File: src/verilog/por_seq_pkg.sv
// Package for the power-up reset sequencer: register map, field layout,
// timing constants and the carrier struct shared by the sequencer files.
// Assumes a 125 MHz pclk and a 32-bit APB register bus.
package por_seq_pkg;

   // Clock and time figures
   localparam int unsigned CLK_HZ             = 125_000_000;
   localparam int unsigned DELAY_MS           = 72;
   localparam longint unsigned DELAY_CYCLES_L = (longint'(DELAY_MS) * CLK_HZ) / 1000;
   localparam logic [31:0] DELAY_CYCLES       = DELAY_CYCLES_L[31:0];
   localparam logic [10:0] OSC_WAIT_COUNT     = 11'h400;     // 1024 oscillator cycles
   localparam logic [31:0] POR_DETECT_CYCLES  = 32'h0000_0010; // Detect settling delay

   // Register byte addresses
   localparam logic [11:0] ADDR_PCS    = 12'h000;   // power_control_status
   localparam logic [11:0] ADDR_CONFIG = 12'h004;
   localparam logic [11:0] ADDR_STATE  = 12'h008;
   localparam logic [11:0] ADDR_IRQ_ST = 12'h00c;
   localparam logic [11:0] ADDR_IRQ_MK = 12'h010;

   // Field positions
   localparam int unsigned PCS_POR_BIT   = 1;
   localparam int unsigned CFG_PDD_BIT   = 0;   // powerup_delay_disable
   localparam int unsigned CFG_MODE_LSB  = 1;   // Two-bit oscillator mode
   localparam int unsigned IRQ_W         = 3;
   localparam int unsigned IRQ_DELAY_DONE = 0;
   localparam int unsigned IRQ_OSC_DONE   = 1;
   localparam int unsigned IRQ_RUN       = 2;

   // Oscillator modes
   typedef enum logic [1:0] {
      low_power_crystal_mode  = 2'h0,
      crystal_mode            = 2'h1,
      high_speed_crystal_mode = 2'h2,
      resistor_cap_osc_mode   = 2'h3
   } osc_mode_t;

   // Sequencer states, one-hot
   typedef enum logic [4:0] {
      ST_DETECT = 5'h01,
      ST_DELAY  = 5'h02,
      ST_OSC    = 5'h04,
      ST_HOLD   = 5'h08,
      ST_RUN    = 5'h10
   } seq_state_t;

   // Pin-side inputs that travel together
   typedef struct packed {
      logic supply_rise;        // Supply detector pulse
      logic master_clear_pin;   // Active-low external reset pin level
      logic wake_from_halt;     // Wake-up from low-power halt
      logic osc_edge;           // One-cycle strobe per oscillator_input_pin rising edge
      logic rc_tick;            // Internal RC oscillator tick
   } pin_in_t;

   localparam logic [31:0] RESET_CONFIG = 32'h0000_0000;

endpackage : por_seq_pkg

File: src/verilog/por_seq_counter.sv
// Terminal counter used for every time-out stage of the sequencer.
// Assumes start and count_en come from the same pclk domain.
`timescale 1ns/100ps
module por_seq_counter #(
   parameter int unsigned W = 32
) (
   input  wire logic         pclk,      // Clock
   input  wire logic         presetn,   // Async reset, active low
   input  wire logic         start,     // Clear the count and arm
   input  wire logic         count_en,  // Count one step
   input  wire logic [W-1:0] limit,     // Terminal count
   output logic              done       // Level, high once terminal count is reached
);
   logic [W-1:0] count;
   logic         armed;

   // Count from zero after each start and stop at the limit
   always_ff @(posedge pclk or negedge presetn) begin
      if (!presetn) begin
         count <= '0;
         armed <= 1'b0;
         done  <= 1'b0;
      end else if (start) begin
         count <= '0;
         armed <= 1'b1;
         done  <= 1'b0;
      end else if (armed && count_en) begin
         if (count + W'(1) >= limit) begin
            armed <= 1'b0;
            done  <= 1'b1;
         end
         count <= count + W'(1);
      end
   end
endmodule : por_seq_counter

File: src/verilog/por_seq.sv
// Power-up reset sequencer: power-on detect, power-up delay, oscillator
// start-up count, master-clear release, status flag and APB registers.
// Assumes pin inputs are synchronous to pclk and the oscillator edges
// arrive as one-cycle strobes.
`timescale 1ns/100ps
module por_seq (
   input  wire logic                  pclk,          // Clock
   input  wire logic                  presetn,       // Async reset, active low
   input  wire logic                  psel,          // APB select
   input  wire logic                  penable,       // APB enable
   input  wire logic                  pwrite,        // APB direction
   input  wire logic [11:0]           paddr,         // APB byte address
   input  wire logic [31:0]           pwdata,        // APB write data
   output logic      [31:0]           prdata,        // APB read data
   output logic                       pready,        // APB ready
   output logic                       pslverr,       // APB error
   input  wire por_seq_pkg::pin_in_t  pins,          // Pin-side inputs
   output logic                       core_reset_n,  // Core reset, active low
   output logic                       irq            // Level interrupt
);
   import por_seq_pkg::*;

   seq_state_t  state;
   seq_state_t  next_state;
   logic [31:0] config_reg;
   logic [7:0]  power_control_status;
   logic [IRQ_W-1:0] irq_status;
   logic [IRQ_W-1:0] irq_mask;
   logic        det_start;
   logic        det_done;
   logic        delay_start;
   logic        delay_done;
   logic        osc_start;
   logic        osc_done;
   logic        rd_clear;
   logic [IRQ_W-1:0] next_irq_status;
   logic        osc_crystal;
   logic        pdd;
   logic        por_event;
   logic        wr_en;
   logic        rd_en;
   logic        addr_ok;
   logic [IRQ_W-1:0] events;

   ////////////////////////////////////////////////////////////////////////
   // Configuration decode
   assign pdd         = config_reg[CFG_PDD_BIT];
   assign osc_crystal = (osc_mode_t'(config_reg[CFG_MODE_LSB +: 2]) != resistor_cap_osc_mode);
   assign por_event   = pins.supply_rise;

   // Stage counters
   por_seq_counter #(.W(32)) u_detect (
      .pclk     (pclk),
      .presetn  (presetn),
      .start    (det_start),
      .count_en (1'b1),
      .limit    (POR_DETECT_CYCLES),
      .done     (det_done)
   );

   // Power-up delay counts pclk cycles gated by the internal RC tick.
   // The tick is independent of the external oscillator, so this stage
   // can finish before the crystal has started at all.
   por_seq_counter #(.W(32)) u_delay (
      .pclk     (pclk),
      .presetn  (presetn),
      .start    (delay_start),
      .count_en (pins.rc_tick),
      .limit    (DELAY_CYCLES),
      .done     (delay_done)
   );

   // Oscillator start-up count on oscillator_input_pin edges.
   // Each start clears the count, so a wake-up never inherits a
   // partial count left over from an earlier run.
   por_seq_counter #(.W(11)) u_osc (
      .pclk     (pclk),
      .presetn  (presetn),
      .start    (osc_start),
      .count_en (pins.osc_edge),
      .limit    (OSC_WAIT_COUNT),
      .done     (osc_done)
   );

   ////////////////////////////////////////////////////////////////////////
   // Next state of the time-out sequence
   // A supply rise always wins: it restarts the whole sequence from the
   // detect stage, whatever stage was running, so a brown-out during a
   // count never lets the core out early.
   // Stage starts are one-cycle strobes raised on the transition into a
   // stage; the counters hold their done level until the next start.
   always_comb begin
      next_state  = state;
      det_start   = 1'b0;
      delay_start = 1'b0;
      osc_start   = 1'b0;
      if (por_event) begin
         next_state = ST_DETECT;
         det_start  = 1'b1;
      end else begin
         case (state)
            // Detect settling, then the delay stage unless disabled
            ST_DETECT: begin
               if (det_done) begin
                  if (!pdd) begin
                     next_state  = ST_DELAY;
                     delay_start = 1'b1;
                  end else if (osc_crystal) begin
                     next_state = ST_OSC;
                     osc_start  = 1'b1;
                  end else begin
                     next_state = ST_HOLD;
                  end
               end
            end
            // Power-up delay, then the oscillator count in crystal modes
            ST_DELAY: begin
               if (delay_done) begin
                  if (osc_crystal) begin
                     next_state = ST_OSC;
                     osc_start  = 1'b1;
                  end else begin
                     next_state = ST_HOLD;
                  end
               end
            end
            // Oscillator start-up count
            ST_OSC: begin
               if (osc_done) begin
                  next_state = ST_HOLD;
               end
            end
            // Time-outs over: only the pin level holds the core now
            ST_HOLD: begin
               if (pins.master_clear_pin) begin
                  next_state = ST_RUN;
               end
            end
            ST_RUN: begin
               if (!pins.master_clear_pin) begin
                  next_state = ST_HOLD;
               end else if (pins.wake_from_halt && osc_crystal) begin
                  next_state = ST_OSC;
                  osc_start  = 1'b1;
               end
            end
            default: begin
               next_state = ST_DETECT;
               det_start  = 1'b1;
            end
         endcase
      end
   end

   // State register; time-outs run whatever the master-clear level
   always_ff @(posedge pclk or negedge presetn) begin
      if (!presetn) begin
         state <= ST_DETECT;
      end else begin
         state <= next_state;
      end
   end

   // Reset to the core held until running
   always_ff @(posedge pclk or negedge presetn) begin
      if (!presetn) begin
         core_reset_n <= 1'b0;
      end else begin
         core_reset_n <= (next_state == ST_RUN);
      end
   end

   ////////////////////////////////////////////////////////////////////////
   // APB decode: zero wait states
   assign wr_en   = psel && penable && pwrite;
   assign rd_en   = psel && penable && !pwrite;
   assign addr_ok = (paddr == ADDR_PCS) || (paddr == ADDR_CONFIG) || (paddr == ADDR_STATE)
                 || (paddr == ADDR_IRQ_ST) || (paddr == ADDR_IRQ_MK);

   // Power-on status flag: power-on reset clears, software sets
   always_ff @(posedge pclk or negedge presetn) begin
      if (!presetn) begin
         power_control_status <= 8'h00;
      end else if (por_event) begin
         power_control_status[PCS_POR_BIT] <= 1'b0;
      end else if (wr_en && paddr == ADDR_PCS) begin
         power_control_status <= pwdata[7:0];
      end
   end

   // Configuration register
   always_ff @(posedge pclk or negedge presetn) begin
      if (!presetn) begin
         config_reg <= RESET_CONFIG;
      end else if (wr_en && paddr == ADDR_CONFIG) begin
         config_reg <= {29'h0, pwdata[2:0]};
      end
   end

   // Interrupt events: delay and oscillator stage ends and the release of the core
   assign events = {(next_state == ST_RUN) && (state != ST_RUN),
                    (state == ST_OSC) && osc_done,
                    (state == ST_DELAY) && delay_done};

   // Read clear drops only the bits that the read returned; the read data
   // was captured in the setup cycle, so an event landing there must
   // survive the clear in the access cycle. A new event always wins.
   assign rd_clear        = rd_en && (paddr == ADDR_IRQ_ST);
   assign next_irq_status = rd_clear ? ((irq_status & ~prdata[IRQ_W-1:0]) | events)
                                     : (irq_status | events);

   // Sticky interrupt status
   always_ff @(posedge pclk or negedge presetn) begin
      if (!presetn) begin
         irq_status <= '0;
      end else begin
         irq_status <= next_irq_status;
      end
   end

   // Interrupt mask
   always_ff @(posedge pclk or negedge presetn) begin
      if (!presetn) begin
         irq_mask <= '0;
      end else if (wr_en && paddr == ADDR_IRQ_MK) begin
         irq_mask <= pwdata[IRQ_W-1:0];
      end
   end

   // Interrupt output from a flip-flop. It is computed from the next
   // status value, so it follows the status register with no extra lag:
   // a clearing read drops it at the same edge as the status bit.
   always_ff @(posedge pclk or negedge presetn) begin
      if (!presetn) begin
         irq <= 1'b0;
      end else begin
         irq <= |(next_irq_status & irq_mask);
      end
   end

   // APB answer registers, one cycle access phase.
   // The answer is prepared in the setup cycle so that pready, prdata and
   // pslverr all come straight from flip-flops in the access cycle.
   // Unmapped addresses answer with pslverr and read as zero.
   always_ff @(posedge pclk or negedge presetn) begin
      if (!presetn) begin
         prdata  <= 32'h0000_0000;
         pready  <= 1'b0;
         pslverr <= 1'b0;
      end else begin
         pready  <= psel && !penable;
         pslverr <= psel && !penable && !addr_ok;
         prdata  <= 32'h0000_0000;
         if (psel && !penable && !pwrite) begin
            case (paddr)
               ADDR_PCS:    prdata <= {24'h0, power_control_status};
               ADDR_CONFIG: prdata <= config_reg;
               ADDR_STATE:  prdata <= {27'h0, state};
               ADDR_IRQ_ST: prdata <= {29'h0, irq_status};
               ADDR_IRQ_MK: prdata <= {29'h0, irq_mask};
               default:     prdata <= 32'h0000_0000;
            endcase
         end
      end
   end

endmodule : por_seq

File: config.mk
export PLATFORM = sky130hd
export DESIGN_NAME = por_seq
export DESIGN_NICKNAME = d
export VERILOG_FILES = /design/src/verilog/por_seq_pkg.sv /design/src/verilog/por_seq_counter.sv /design/src/verilog/por_seq.sv
export SDC_FILE = /design/constraint.sdc
export NUM_CORES = 1
export LEC_CHECK = 0
export BUFFER_PORTS_ARGS = -buffer_cell sky130_fd_sc_hd__buf_2
export CAP_MARGIN = 20
export CORE_MARGIN = 2
export CORE_UTILIZATION = 40
export CTS_BUF_LIST = sky130_fd_sc_hd__clkbuf_16
export DETAILED_ROUTE_END_ITERATION = 10
export GPL_TIMING_DRIVEN = 1
export HOLD_SLACK_MARGIN = 0.1
export MAX_ROUTING_LAYER = met4
export PLACE_DENSITY = 0.6
export SLEW_MARGIN = 25
export SYNTH_ARGS = -nofsm -noshare
export SYNTH_HDL_FRONTEND = slang
export SYNTH_SLANG_ARGS = --single-unit
File: constraint.sdc
create_clock -name pclk -period 3 [get_ports pclk]
set_input_delay 0.9 -clock pclk [delete_from_list [all_inputs] [get_ports pclk]]
set_output_delay 0.9 -clock pclk [all_outputs]
set_load 0.02 [all_outputs]
# --- Word-level counts from Yosys, hierarchy flattened ---
# Index checks and enable logic that the tools add are counted.
classes:
  eq_ne: 12
  n_reduce_logical: 37
  mux: 53
  n_bitwise: 6
  magnitude_cmp: 3
  n_addsub: 3
ops:
  columns: ["op", "n"]
  rows:
  - ["32-bit two-way mux", 4]
  - ["32-bit by 1-bit adder with 32-bit output (second input constant)", 2]
  - ["8-bit one-hot mux with 5 select lines", 1]
  - ["5-bit two-way mux", 7]
  - ["32-bit by 24-bit >= comparator with 1-bit output (second input constant)", 1]
  - ["32-bit by 5-bit >= comparator with 1-bit output (second input constant)", 1]
  - ["1-bit two-way mux", 32]
  - ["5-bit one-hot mux with 5 select lines", 1]
  - ["12-bit by 4-bit == test with 1-bit output (second input constant)", 2]
  - ["11-bit two-way mux", 2]
  - ["1-bit logical AND", 16]
  - ["2-bit nonzero test", 7]
  - ["12-bit by 3-bit == test with 1-bit output (second input constant)", 1]
  - ["12-bit by 5-bit == test with 1-bit output (second input constant)", 1]
  - ["12-bit zero test", 1]
  - ["11-bit by 1-bit adder with 11-bit output (second input constant)", 1]
  - ["11-bit >= comparator (second input constant)", 1]
  - ["5-bit == test (second input constant)", 2]
  - ["4-bit two-way mux", 2]
  - ["8-bit two-way mux", 1]
  - ["2-bit AND reduction", 4]
  - ["3-bit AND", 2]
  - ["3-bit bitwise OR", 2]
  - ["5-bit by 1-bit == test with 1-bit output (second input constant)", 1]
  - ["other kinds (14)", 19]
totals:
  input_bits: 54
  ff_bits: 139
  elab_cells: 134
  out_inout_bits: 36

# --- Longest topological paths before layout ---
logic_depth:
  word_depth: 12
  depth_mapped: 9
  ltp_nobuf: 8

# --- Hierarchy ---
# A second synthesis with hierarchy kept.
unflattened:
  cells_unflattened: 1001
  area_unflattened_um2: 8816.0
by_module_without_submodules:
  columns: ["module", "n_inst", "area_each_um2", "seq_area_each_um2", "cells_per_inst"]
  rows:
  - ["por_seq_counter (u_delay ...)", 2, 2961.6, 850.8, 351]
  - ["por_seq", 1, 1879.3, 852.1, 177]
  - ["por_seq_counter (u_osc)", 1, 1013.5, 325.3, 122]

# --- Worst setup path before layout ---
# No wires, ideal clock.
synth_timing:
  kind: "input to register"
  from: "input port paddr[9]"
  to: "register config_reg[0]"
  arrival_ns: 2.475
  required_ns: 2.875
  setup_ns: 0.125
  path_slack_ns: 0.400
  path_buffers: 0
  path_stages: 5
  cell_sequence: "nor4_1 nand3_1 nor4b_1 and4_1 mux2_2"
synth_via:
  elab_chain_len: 2
synth_rtl:
  columns: ["element", "line_no", "source"]
  rows:
  - ["start, declared", "por_seq.sv:12", "input wire logic [11:0] paddr,"]
  - ["12-bit by 3-bit == test with 1-bit output", "por_seq.sv:195", "end else if (wr_en && paddr == ADDR_CONFIG) begin"]
  - ["1-bit logical AND", "por_seq.sv:195", null]
  - ["end signal, assigned", "por_seq.sv:196", "config_reg <= {29'h0, pwdata[2:0]};"]
  - ["end, declared", "por_seq.sv:25", "logic [31:0] config_reg;"]
# No other way between the ends.
# A chain may end at the register's enable or synchronous reset.

# --- Worst setup path in the final report ---
layout_timing:
  from: "register u_detect.count[0]"
  to: "register u_detect.done"
layout_via:
  elab_chain_len: 4
layout_rtl:
  columns: ["element", "line_no", "source"]
  rows:
  - ["start, declared", "por_seq_counter.sv:14", "logic [W-1:0] count;"]
  - ["start signal, assigned", "por_seq_counter.sv:32", "count <= count + W'(1);"]
  - ["32-bit by 1-bit adder with 32-bit output", "por_seq_counter.sv:28", "if (count + W'(1) >= limit) begin"]
  - ["32-bit by 5-bit >= comparator with 1-bit output", "por_seq_counter.sv:28", null]
  - ["2-bit nonzero test (no line)", null, null]
  - ["2-bit AND reduction (no line)", null, null]
  - ["end signal, assigned", "por_seq_counter.sv:22", "done <= 1'b0;"]
  - ["end signal, assigned", "por_seq_counter.sv:26", "done <= 1'b0;"]
  - ["end signal, assigned", "por_seq_counter.sv:30", "done <= 1'b1;"]
  - ["end, declared", "por_seq_counter.sv:12", "output logic done"]
# No other way between the ends.

==> impl_metrics.py <==
metrics = {
    "outcome": {
        "status": "completed",
    },
    "cells_and_area": {
        "fin_cells": 1055,
        "n_fill_cell": 1724,
        "layout-drive-gt1-share_pct": 16.3,
        "reg_top3": "u_delay.count (32), u_detect.count (32), u_osc.count (11)",
        "antennaDiodeCount": 0,
        "finish.utilization_pct": 46.2,
        "final_net_count": 874,
        "multi_input_area_sq_um": 3770,
        "seqCellArea_sq_um": 2880,
        "syn_to_final_growth_pct": 13.8,
    },
    "clocking": {
        "cts_resized": 0,
        "clkTransAtPathRegs_ps": 60,
        "cts_num_sinks": 115,
        "tritoncts": "built",
        "clk_latency_ps": 420,
        "holdBufCountCts": 0,
        "htree_levels": 4,
        "clockBufferDepth": 2,
        "cts_buffers": 17,
        "cts_root_buffer": "clkbuf_16",
        "post-cts-setup-buffers": 0,
    },
    "synthesis": {
        "synth_cells": 784,
        "synth_cell_types": 71,
        "ys_async_sr_fraction_pct": 100,
        "yosys.area.top_type": "dfrtp_1",
        "synth_top_area_share_pct": 40.9,
        "synth_flop_cell": "dfrtp_1",
        "yosysSeqAreaShare_pct": 41.3,
        "avgSynthCellArea_sq_um": 8.90,
        "synth_area_sq_um": 6980,
        "ys_top_cells_by_area": "dfrtp_1, nor2_1, xor2_1",
        "yosysWarnings": 0,
        "synth-edff-count": 0,
        "ys_seq_elements": 115,
    },
    "global_route": {
        "grt_max_degree": 56,
        "grt_pass1_wl_mm": 26.1,
        "antenna_found_initial": 0,
        "grt.overflow.total": 0,
        "grt_pass1_vias": 5386,
        "grt.total_usage_pct": 18.0,
    },
    "critical_path": {
        "startpoint_type": "flop",
        "crit_required_ps": 3290,
        "crit_fanout": 9,
        "arrival_ps": 3050,
        "critPathKind": "reg2reg",
        "critPathCaptureType": "flop",
    },
    "detailed_routing": {
        "routedWlPerCell_um": 14.2,
        "ant_nets": 0,
        "vias": 5564,
        "via_per_inst": 5.27,
        "dr.pass1.iters": 4,
        "wl_mm": 15.0,
        "drt_iter0_drc": 252,
        "drcViolationCount": 0,
    },
    "sta": {
        "fin_skew_ps": 9.35,
        "timing.setup.tns_ps": 0,
        "fin_crit_sh_pct": 91.9,
        "fin_crit_ps": 2760,
        "worst_slew_margin_rel_pct": 37.5,
        "finalMaxSlewViolations": 0,
        "setup_violations": 0,
        "tightest_slew_ps": 936,
        "finalHoldViolations": 0,
        "max_freq_ghz": 0.363,
        "grt_setup_unrepaired": "false",
    },
    "placed_design": {
        "placedCellCount": 1023,
        "portBuffers": 41,
        "gp_congestion": 0.819,
        "dpl.hpwl_mm": 10.5,
    },
    "hold_path": {
        "hp-class": "reg2reg",
    },
    "die": {
        "rows": 48,
        "io_pins": 90,
        "core_sq_um": 17200,
        "die_x_um": 136,
        "die-height_um": 136,
        "start_util_pct": 40.6,
        "dieArea_sq_um": 18500,
    },
    "power": {
        "cellPowerDensity_nw_per_um2": 484,
        "peakVddDrop_uv": 412,
        "p_leak_nw": 3.43,
        "total_power_mw": 3.85,
    },
    "flow_run": {
        "cap_violations": 0,
    },
}
-- through the flow --
stage,cell area (sq um),setup WS [ps],hold slack [ps]
6_report,7940,243,494
5_1_grt,7940,37.5,516
4_1_cts,7940,250,499
3_5_place_dp,7360,203,485
3_3_place_gp,7360,219,479
2_1_floorplan,7060,400,465
-- synthesized netlist by cell type (all sizes together), types with 8 or more instances --
master	instances
a21oi	23
and3	22
and4	9
buf	37
clkbuf	34
dfrtp	114
inv	12
mux2	14
mux2i	8
nand2	54
nand2b	8
nand3	44
nand4	34
nor2	121
nor3	27
nor4	19
o21ai	27
or3	13
xnor2	35
xor2	41
-- logic make-up after synthesis --
group	Yosys count	synth area share, %
multiplexers	22	3.41
other	1	0.0537
AO/OA/AOI/OAI	104	10.2
XOR/XNOR	76	9.54
AND/OR/NAND/NOR	380	28.9
adder cells (fa/ha/maj)	3	0.538
buffers and inverters	83	6.11
flip-flops	115	41.3
-- where the power goes --
part           switching, mW  internal (mW)
clock network          0.777           1.23
registers             0.0525           1.59
logic                  0.133         0.0685
-- cell type report --
cell class	count	area share, %
inverters	12	0.567
well taps	225	3.54
multi-input cells	609	47.5
clock inverters	15	2.00
flip-flops and latches	115	36.2
repair buffers	62	4.76
clock buffers	17	5.36
-- worst paths after layout --
path	start	to	slack, ps	depth (start not counted)
min	power_control_status[5]	prdata[5]	490	1
max	u_detect.count[0]	u_detect.done	240	8
max in group asynchronous	presetn	u_detect.count[10]	1740	2
max reg2reg	u_detect.count[0]	u_detect.done	240	8
min in group asynchronous	presetn	u_osc.count[1]	530	1
min reg2reg	power_control_status[5]	prdata[5]	490	1
-- cells in the final DEF (no fill, tap or decap), drive strengths merged, types with 3 or more instances in the layout --
master and count:
nor4 19, a21o 4, o22ai 5, nand3 44
o21a 4, and3 22, and4 9, mux2 14
and2 3, clkbuf 17, nor2 121, buf 62
nand2b 8, o21ai 27, a31oi 4, ha 3
nand4b 4, o2bb2ai 3, nand2 54, clkinvlp 6
xor2 41, conb 24, mux2i 8, nor4b 5
clkinv 4, a311oi 5, dfrtp 114, nor3 27
xnor2 35, a211oi 3, or3 13, or2 5
a21oi 23, or4 5, a22oi 3, o21bai 3
inv 15, nand4 34, o211ai 3
-- layer usage --
metal | wire length (um) | up-vias | global-route usage [%]
met5 | 0 | - | -
met1 | 7310 | 2668 | 23.2
met4 | 91 | 0 | 6.25
met2 | 7160 | 66 | 28.0
met3 | 385 | 7 | 4.14
li1 | - | 2823 | -
-- worst max-delay path, cell delays in order (launching register included) --
cell	delay [ps]
dfrtp_1	420
ha_1	280
nand4_4	110
or3_1	510
nor3_1	230
a311oi_1	140
a2111oi_1	470
nand2_2	110
o41a_1	370
Power figures use the tool's default switching activity.
